### src/inc/tcacfg_pkg.sv
// Purpose: Constants and types for the time client address configuration bank
// Assumes: Single 50 MHz core clock, synchronous active-high reset
// Notes:   Offsets are byte addresses of 32-bit words
package tcacfg_pkg;

  localparam logic [7:0] OFS_CTRL          = 8'h80;
  localparam logic [7:0] OFS_MODE          = 8'h84;
  localparam logic [7:0] OFS_CLIENT_IPV6_1 = 8'h98;
  localparam logic [7:0] OFS_CLIENT_IPV6_2 = 8'h9C;
  localparam logic [7:0] OFS_CLIENT_IPV6_3 = 8'hA0;
  localparam logic [7:0] OFS_SRV_HW_LOW    = 8'hA4;
  localparam logic [7:0] OFS_SRV_HW_HIGH   = 8'hA8;
  localparam logic [7:0] OFS_SRV_NET_0     = 8'hAC;
  localparam logic [7:0] OFS_SRV_IPV6_1    = 8'hB0;
  localparam logic [7:0] OFS_SRV_IPV6_2    = 8'hB4;
  localparam logic [7:0] OFS_SRV_IPV6_3    = 8'hB8;
  localparam logic [7:0] OFS_NETMASK_0     = 8'hBC;
  localparam logic [7:0] OFS_NETMASK_1     = 8'hC0;

  // Valid flag positions in the control word
  localparam int VLD_CLIENT  = 3;
  localparam int VLD_SRV_HW  = 4;
  localparam int VLD_SRV_NET = 5;
  localparam int VLD_MASK    = 6;
  localparam int VLD_LO      = 3;
  localparam int VLD_HI      = 6;

  localparam logic [31:0] REG_RESET  = 32'h0000_0000;
  localparam logic [1:0]  FAM_IPV4   = 2'h1;
  localparam logic [1:0]  FAM_IPV6   = 2'h2;

  // Emission selects and byte counts
  localparam logic [1:0] SEL_CLIENT  = 2'h0;
  localparam logic [1:0] SEL_SRV_HW  = 2'h1;
  localparam logic [1:0] SEL_SRV_NET = 2'h2;
  localparam logic [1:0] SEL_MASK    = 2'h3;
  localparam logic [4:0] LEN_CLIENT6 = 5'h0C;
  localparam logic [4:0] LEN_HW      = 5'h06;
  localparam logic [4:0] LEN_NET4    = 5'h04;
  localparam logic [4:0] LEN_NET6    = 5'h10;
  localparam logic [4:0] LEN_MASK6   = 5'h08;

  typedef enum logic [1:0] {
    TCA_IDLE  = 2'b01,
    TCA_SHIFT = 2'b10
  } tca_emit_e;

  // Register port request
  typedef struct packed {
    logic        req;
    logic        we;
    logic [7:0]  addr;
    logic [31:0] wdata;
  } tca_bus_req_s;

  // Adopted addresses, byte 0 in bits 7:0
  typedef struct packed {
    logic [95:0]  client6;
    logic [47:0]  srv_hw;
    logic [127:0] srv_net;
    logic [63:0]  mask;
    logic         ipv6;
  } tca_addr_s;

  typedef struct packed {
    logic [2:0][31:0] cli6;
    logic [1:0][31:0] shw;
    logic [3:0][31:0] snet;
    logic [1:0][31:0] mask;
    logic [1:0]       fam;
    logic [VLD_HI:VLD_LO] vld;
    tca_addr_s        act;
    logic [127:0]     sh;
    logic [4:0]       cnt;
    tca_emit_e        st;
    logic [31:0]      rdata;
  } tca_state_s;

endpackage

### src/hdl/tca_cfg_regs.sv
// Purpose: Address configuration bank with adoption and byte emission
// Assumes: One-cycle register port, read data valid with ack
// Notes:   Illegal family codes emit nothing for family-dependent lengths
`timescale 1ns/1ns
module tca_cfg_regs
  import tcacfg_pkg::*;
(
  input  wire logic         clk_i,
  input  wire logic         srst_i,
  input  wire tca_bus_req_s bus_i,
  output logic              ack_o,
  output logic [31:0]       rdata_o,
  input  wire logic         emit_start_i,
  input  wire logic [1:0]   emit_sel_i,
  output logic              emit_busy_o,
  output logic              byte_valid_o,
  output logic              byte_last_o,
  output logic [7:0]        byte_o,
  output tca_addr_s         addr_o
);

  tca_state_s st_r;
  tca_state_s st_nxt;
  logic       ack_r;
  logic       wr;
  logic       is_v6;
  logic [4:0] len;
  logic [127:0] src;

  assign wr    = bus_i.req && bus_i.we;
  assign is_v6 = (st_r.fam == FAM_IPV6);

  // Length and source of an emission request
  always_comb begin
    len = 5'h00;
    src = '0;
    case (emit_sel_i)
      SEL_CLIENT: begin
        len = is_v6 ? LEN_CLIENT6 : 5'h00;
        src = {32'h0, st_r.act.client6};
      end
      SEL_SRV_HW: begin
        len = LEN_HW;
        src = {80'h0, st_r.act.srv_hw};
      end
      SEL_SRV_NET: begin
        len = is_v6 ? LEN_NET6 : ((st_r.fam == FAM_IPV4) ? LEN_NET4 : 5'h00);
        src = st_r.act.srv_net;
      end
      default: begin
        len = is_v6 ? LEN_MASK6 : ((st_r.fam == FAM_IPV4) ? LEN_NET4 : 5'h00);
        src = {64'h0, st_r.act.mask};
      end
    endcase
  end

  // Next state: register writes, adoption, emission, read mux
  always_comb begin
    st_nxt = st_r;
    st_nxt.act.ipv6 = is_v6;
    // Flags clear once adopted; a fresh write in the same cycle wins
    st_nxt.vld = '0;
    if (st_r.vld[VLD_CLIENT]) begin
      st_nxt.act.client6 = is_v6 ? {st_r.cli6[2], st_r.cli6[1], st_r.cli6[0]} : 96'h0;
    end
    if (st_r.vld[VLD_SRV_HW]) begin
      st_nxt.act.srv_hw = {st_r.shw[1][15:0], st_r.shw[0]};
    end
    if (st_r.vld[VLD_SRV_NET]) begin
      // Word 0 holds bytes 0-3, so it is the whole IPv4 address
      st_nxt.act.srv_net = is_v6 ? {st_r.snet[3], st_r.snet[2], st_r.snet[1], st_r.snet[0]}
                                 : {96'h0, st_r.snet[0]};
    end
    if (st_r.vld[VLD_MASK]) begin
      st_nxt.act.mask = is_v6 ? {st_r.mask[1], st_r.mask[0]} : {32'h0, st_r.mask[0]};
    end
    // Register writes; byte k of a word lands in bits 8k+7:8k
    if (wr && bus_i.addr == OFS_CTRL) begin
      st_nxt.vld = bus_i.wdata[VLD_HI:VLD_LO];
    end else if (wr && bus_i.addr == OFS_MODE) begin
      st_nxt.fam = bus_i.wdata[1:0];
    end else if (wr && bus_i.addr == OFS_CLIENT_IPV6_1) begin
      st_nxt.cli6[0] = bus_i.wdata;
    end else if (wr && bus_i.addr == OFS_CLIENT_IPV6_2) begin
      st_nxt.cli6[1] = bus_i.wdata;
    end else if (wr && bus_i.addr == OFS_CLIENT_IPV6_3) begin
      st_nxt.cli6[2] = bus_i.wdata;
    end else if (wr && bus_i.addr == OFS_SRV_HW_LOW) begin
      st_nxt.shw[0] = bus_i.wdata;
    end else if (wr && bus_i.addr == OFS_SRV_HW_HIGH) begin
      st_nxt.shw[1] = {16'h0, bus_i.wdata[15:0]};
    end else if (wr && bus_i.addr == OFS_SRV_NET_0) begin
      st_nxt.snet[0] = bus_i.wdata;
    end else if (wr && bus_i.addr == OFS_SRV_IPV6_1) begin
      st_nxt.snet[1] = bus_i.wdata;
    end else if (wr && bus_i.addr == OFS_SRV_IPV6_2) begin
      st_nxt.snet[2] = bus_i.wdata;
    end else if (wr && bus_i.addr == OFS_SRV_IPV6_3) begin
      st_nxt.snet[3] = bus_i.wdata;
    end else if (wr && bus_i.addr == OFS_NETMASK_0) begin
      st_nxt.mask[0] = bus_i.wdata;
    end else if (wr && bus_i.addr == OFS_NETMASK_1) begin
      st_nxt.mask[1] = bus_i.wdata;
    end
    // Read mux; unmapped addresses read zero
    st_nxt.rdata = REG_RESET;
    if (bus_i.addr == OFS_CTRL) begin
      st_nxt.rdata[VLD_HI:VLD_LO] = st_r.vld;
    end else if (bus_i.addr == OFS_MODE) begin
      st_nxt.rdata[1:0] = st_r.fam;
    end else if (bus_i.addr == OFS_CLIENT_IPV6_1) begin
      st_nxt.rdata = st_r.cli6[0];
    end else if (bus_i.addr == OFS_CLIENT_IPV6_2) begin
      st_nxt.rdata = st_r.cli6[1];
    end else if (bus_i.addr == OFS_CLIENT_IPV6_3) begin
      st_nxt.rdata = st_r.cli6[2];
    end else if (bus_i.addr == OFS_SRV_HW_LOW) begin
      st_nxt.rdata = st_r.shw[0];
    end else if (bus_i.addr == OFS_SRV_HW_HIGH) begin
      st_nxt.rdata = {16'h0, st_r.shw[1][15:0]};
    end else if (bus_i.addr == OFS_SRV_NET_0) begin
      st_nxt.rdata = st_r.snet[0];
    end else if (bus_i.addr == OFS_SRV_IPV6_1) begin
      st_nxt.rdata = st_r.snet[1];
    end else if (bus_i.addr == OFS_SRV_IPV6_2) begin
      st_nxt.rdata = st_r.snet[2];
    end else if (bus_i.addr == OFS_SRV_IPV6_3) begin
      st_nxt.rdata = st_r.snet[3];
    end else if (bus_i.addr == OFS_NETMASK_0) begin
      st_nxt.rdata = st_r.mask[0];
    end else if (bus_i.addr == OFS_NETMASK_1) begin
      st_nxt.rdata = st_r.mask[1];
    end
    if (!(bus_i.req && !bus_i.we)) begin
      st_nxt.rdata = st_r.rdata; // Hold last read data
    end
    // Emission shifts right so byte 0 goes first
    case (st_r.st)
      TCA_IDLE: begin
        if (emit_start_i && len != 5'h00) begin
          st_nxt.sh  = src;
          st_nxt.cnt = len;
          st_nxt.st  = TCA_SHIFT;
        end
      end
      TCA_SHIFT: begin
        st_nxt.sh  = {8'h00, st_r.sh[127:8]};
        st_nxt.cnt = st_r.cnt - 5'h01;
        if (st_r.cnt == 5'h01) begin
          st_nxt.st = TCA_IDLE;
        end
      end
      default: st_nxt.st = TCA_IDLE;
    endcase
  end

  // State register; all configuration resets to zero
  always_ff @(posedge clk_i) begin
    if (srst_i) begin
      st_r     <= '0;
      st_r.st  <= TCA_IDLE;
      ack_r    <= 1'b0;
    end else begin
      st_r  <= st_nxt;
      ack_r <= bus_i.req;
    end
  end

  assign ack_o        = ack_r;
  assign rdata_o      = st_r.rdata;
  assign addr_o       = st_r.act;
  assign emit_busy_o  = (st_r.st == TCA_SHIFT);
  assign byte_valid_o = (st_r.st == TCA_SHIFT);
  assign byte_last_o  = (st_r.st == TCA_SHIFT) && (st_r.cnt == 5'h01);
  assign byte_o       = st_r.sh[7:0];
endmodule

### config.mk
export PLATFORM = sky130hd
export DESIGN_NAME = tca_cfg_regs
export DESIGN_NICKNAME = d
export VERILOG_FILES = /design/src/inc/tcacfg_pkg.sv /design/src/hdl/tca_cfg_regs.sv
export SDC_FILE = /design/constraint.sdc
export NUM_CORES = 2
export LEC_CHECK = 0
export ABC_AREA = 0
export BUFFER_PORTS_ARGS = -buffer_cell sky130_fd_sc_hd__buf_4
export CAP_MARGIN = 20
export CORE_MARGIN = 2
export CORE_UTILIZATION = 30
export DETAILED_ROUTE_END_ITERATION = 6
export RECOVER_POWER = 100
export SLEW_MARGIN = 20
export SYNTH_ARGS = -nofsm -noshare
export SYNTH_HDL_FRONTEND = slang
export SYNTH_SLANG_ARGS = --single-unit
### constraint.sdc
create_clock -name clk_i -period 4.1 [get_ports clk_i]
set_input_delay 0.615 -clock clk_i [delete_from_list [all_inputs] [get_ports clk_i]]
set_output_delay 0.615 -clock clk_i [all_outputs]
set_load 0.05 [all_outputs]
==> reports/summary.md <==
- result of the run: finished with violations
- violations in the final reports: design-rule violations, max-capacitance violations, max-slew violations
- floorplan die width: 358 um
- number of gates given a new drive strength after cts: 0
- grt total ovfl: 0
- distinct cell type count of the synthesized netlist: 76
- netlist area before placement: 37,600 um2
- IO Pins: 428
- switching power as a share of total power: 23.6%
- Max Buffers Root-to-Sink: 3
- WL per Instance: 29.9 um
- worst vdd rail ir drop: 0.278 mV
- via/cell ratio: 5.56
- number of DRC markers after the initial detailed-route iteration: 3,647
- DRT antenna net count: 0
- f_max: 277 MHz
- number of buffers inserted to repair setup after CTS: 0
- Post-DP HPWL: 129 mm
- remaining routing DRC violations: 1
- HP Class: in -> reg
- cell type of the slowest stage on the worst timing path: nand3_1
- relative area change from synthesis to final layout: 9.18%
- cell taking the most area after synthesis: dfxtp_1
- post-synthesis instance total: 4,273
- sequence of cells on the critical path: clkbuf_2 > nor4b_1 > clkbuf_1 > nand3_1 > nand2_1 > a21oi_1
- GRT Overall Usage: 26.2%
- sinks on the clock net: 847
- initial cell density of the core: 30.3%
- root buffer selected by CTS: clkbuf_16
- total die area: 128,000 um2
- fill cell instance count of the final layout: 13,078
- FFs w/ async S/R, synth: 0%
- Final #Nets: 4,181
- Die H: 358 um
- setup total negative slack: 0 ps
- buffers added on ports: 427
- count of endpoints failing setup in the final report: 0
- delay of the slowest cell on the worst path: 900 ps
- Int Pwr: 13.8 mW
- mean instance size in the synthesized netlist: 8.79 um2
- FP Rows: 129
- CP delay by family, top: buffers and inverters
- antenna violations before repair: 10
- wire length of the first global-routing pass: 240 mm
- share of total power in combinational logic: 4.3%
- number of hold buffers added after CTS: 0
- count of endpoints failing hold in the final timing report: 0
- Finished Core Util: 33.1%
- crit-path max FO: 44
- GPL Wtd Cong: 0.988
- share of post-route cells with drive strength above 1: 10.2%
- number of flops mapped to enable cells by yosys: 0
- Worst-path clk slew: 70 ps
- power share of the clock group: 50.0%
- Worst Clk Skew: 37.7 ps
- sequential fraction of design power: 45.7%
- Least-Margin Pin Slew: 2650 ps
- RSZ-0062 raised after global routing: false
- number of global-route vias before repair: 30,396
- synthesized netlist net count: 4,322
- minimum clock period: 3620 ps
- number of flip-flops and latches in the synthesized netlist: 847
- total number of yosys warnings: 0
- clock insertion delay at the later pin of the skew report: 700 ps
- Final Max Tran Viols: 485
- core area: 124,000 um2
- worst path required time: 4550 ps
- leading cell types by total area after synthesis: dfxtp_1, nand2_1, buf_4, a22o_1, a21oi_1
- critical path buffer and inverter count: 2
- critical path startpoint category: input pin
- classification of the worst setup path: in -> reg
- CTS Buf Count: 91
- most frequently used cell type in the post-synthesis netlist: nand2_1
- commonest cells in the netlist: nand2_1, dfxtp_1, a21oi_1, buf_4, clkbuf_1
- static leakage: 13.6 nW
- headroom to the max-slew limit: -76.6%
- DR pass1 iterations: 7
- flop-to-flop setup slack: 690 ps
- CTS tree: done
- ratio of total power to cell area: 441 nW/um2
- Synth top area share: 45.1%
- max-cap violations: 4
- pin count of the biggest net entering global routing: 216
- worst endpoint data arrival time: 4070 ps
- maximum level of the CTS H-tree: 3
- proportion of synthesized chip area in sequential cells: 45.1%
- DR vias: 32,495
- overall routed net length: 175 mm
- power dissipated by switching net loads: 4.27 mW
- portion of the clock cycle consumed by the worst path in the final layout: 88.2%
- top_reg_cell synth: dfxtp_1
- Crit. End Element: flop
==> worst reg2reg max path: stages, from the launching register on <==
cell      delay [ps]
dfxtp_1          440
nand2b_1         220
nor2_1           140
clkbuf_1         620
and2_0          1220
buf_4            500
a22o_1           200
==> power groups by stage <==
stage	clock, mW	combinational, mW	sequential (mW)
floorplan	0	0.465	8.45
global placement	0	0.773	8.45
detailed placement	0	0.773	8.45
CTS	9.11	0.775	8.27
global route	9.42	0.806	8.27
finish	9.04	0.781	8.27
==> registers in the layout (all words and copies together), names as in the netlist <==
signal	cells
byte_o	8
rdata_o	32
ack_o	1
addr_o	337
st_r	469
==> stage by stage <==
| step | hold slack (ps) | cell area [um2] | setup slack, ps | std cells | total power [mW] |
|---|---|---|---|---|---|
| 2_1_floorplan | 430 | 37600 | 1690 | 4273 | 8.91 |
| 3_3_place_gp | 438 | 39300 | 928 | 5676 | 9.23 |
| 3_5_place_dp | 442 | 39300 | 937 | 5676 | 9.23 |
| 4_1_cts | 229 | 42600 | 1040 | 5846 | 18.2 |
| 5_1_grt | 266 | 41000 | 409 | 5848 | 18.5 |
| 6_report | 254 | 41000 | 484 | 5848 | 18.1 |
==> final cells by class <==
class                      instances  area [um2]  share of cell area, %
antenna                            2        5.00                 0.0122
clock buffer                     133        2730                   6.65
clock inverter                    37         536                   1.31
inverter                          16        60.1                  0.146
multi-input combinational       2661       16200                   39.6
sequential                       847       17000                   41.3
tap                             1637        2050                   4.99
timing repair buffer             515        2450                   5.96
==> per-layer routing <==
| metal | global-route usage, % | vias up | share of wire (%) |
|---|---|---|---|
| met5 | 0 | - | 0.047 |
| met1 | 32.6 | 16073 | 39 |
| li1 | - | 14334 | - |
| met3 | 5.17 | 381 | 8.4 |
| met4 | 13.3 | 12 | 5.7 |
| met2 | 43.0 | 1695 | 47 |
==> cells in the final DEF (no fill, tap or decap), drive strengths merged, types with 7 or more instances in the layout <==
master / Yosys / layout
nand2: 946 / 946
dfxtp: 847 / 847
clkbuf: 241 / 533
a21oi: 404 / 404
nor2: 243 / 243
a22o: 234 / 234
mux2i: 152 / 152
buf: 508 / 115
o21ai: 57 / 57
a311oi: 56 / 56
mux4: 54 / 54
nand3: 46 / 46
mux2: 46 / 46
a22oi: 41 / 41
nor3: 36 / 36
o211ai: 32 / 32
o221ai: 31 / 31
a31oi: 30 / 30
a221o: 26 / 26
a32oi: 24 / 24
o22ai: 21 / 21
nand2b: 21 / 21
inv: 16 / 21
a211oi: 19 / 19
and2: 16 / 16
clkinv: 0 / 15
bufinv: 0 / 12
a2bb2oi: 11 / 11
a21o: 10 / 10
a222oi: 10 / 10
nand4: 7 / 7
nor2b: 7 / 7
or3: 7 / 7
o2bb2ai: 7 / 7
==> kinds of logic after synthesis <==
logic type      share of synthesized area (%)
compound gates                           19.0
xor+xnor                               0.0233
fa+ha+maj                              0.0666
buf+inv                                  11.9
flops                                    45.1
mux                                      8.66
simple gates                             15.2
==> final timing paths <==
kind | depth (start not counted) | startpoint | end
setup reg to reg | 6 | st_r[509]$_SDFFE_PP0P_ | addr_o[137]$_SDFFE_PP0P_
hold / removal | 3 | bus_i[31] | st_r[637]$_SDFFE_PP0P_
setup / recovery | 6 | bus_i[35] | st_r[737]$_SDFFE_PP0P_
hold reg to reg | 2 | st_r[147]$_SDFFE_PP0P_ | st_r[139]$_SDFFE_PP0P_
Power figures use the tool's default switching activity.
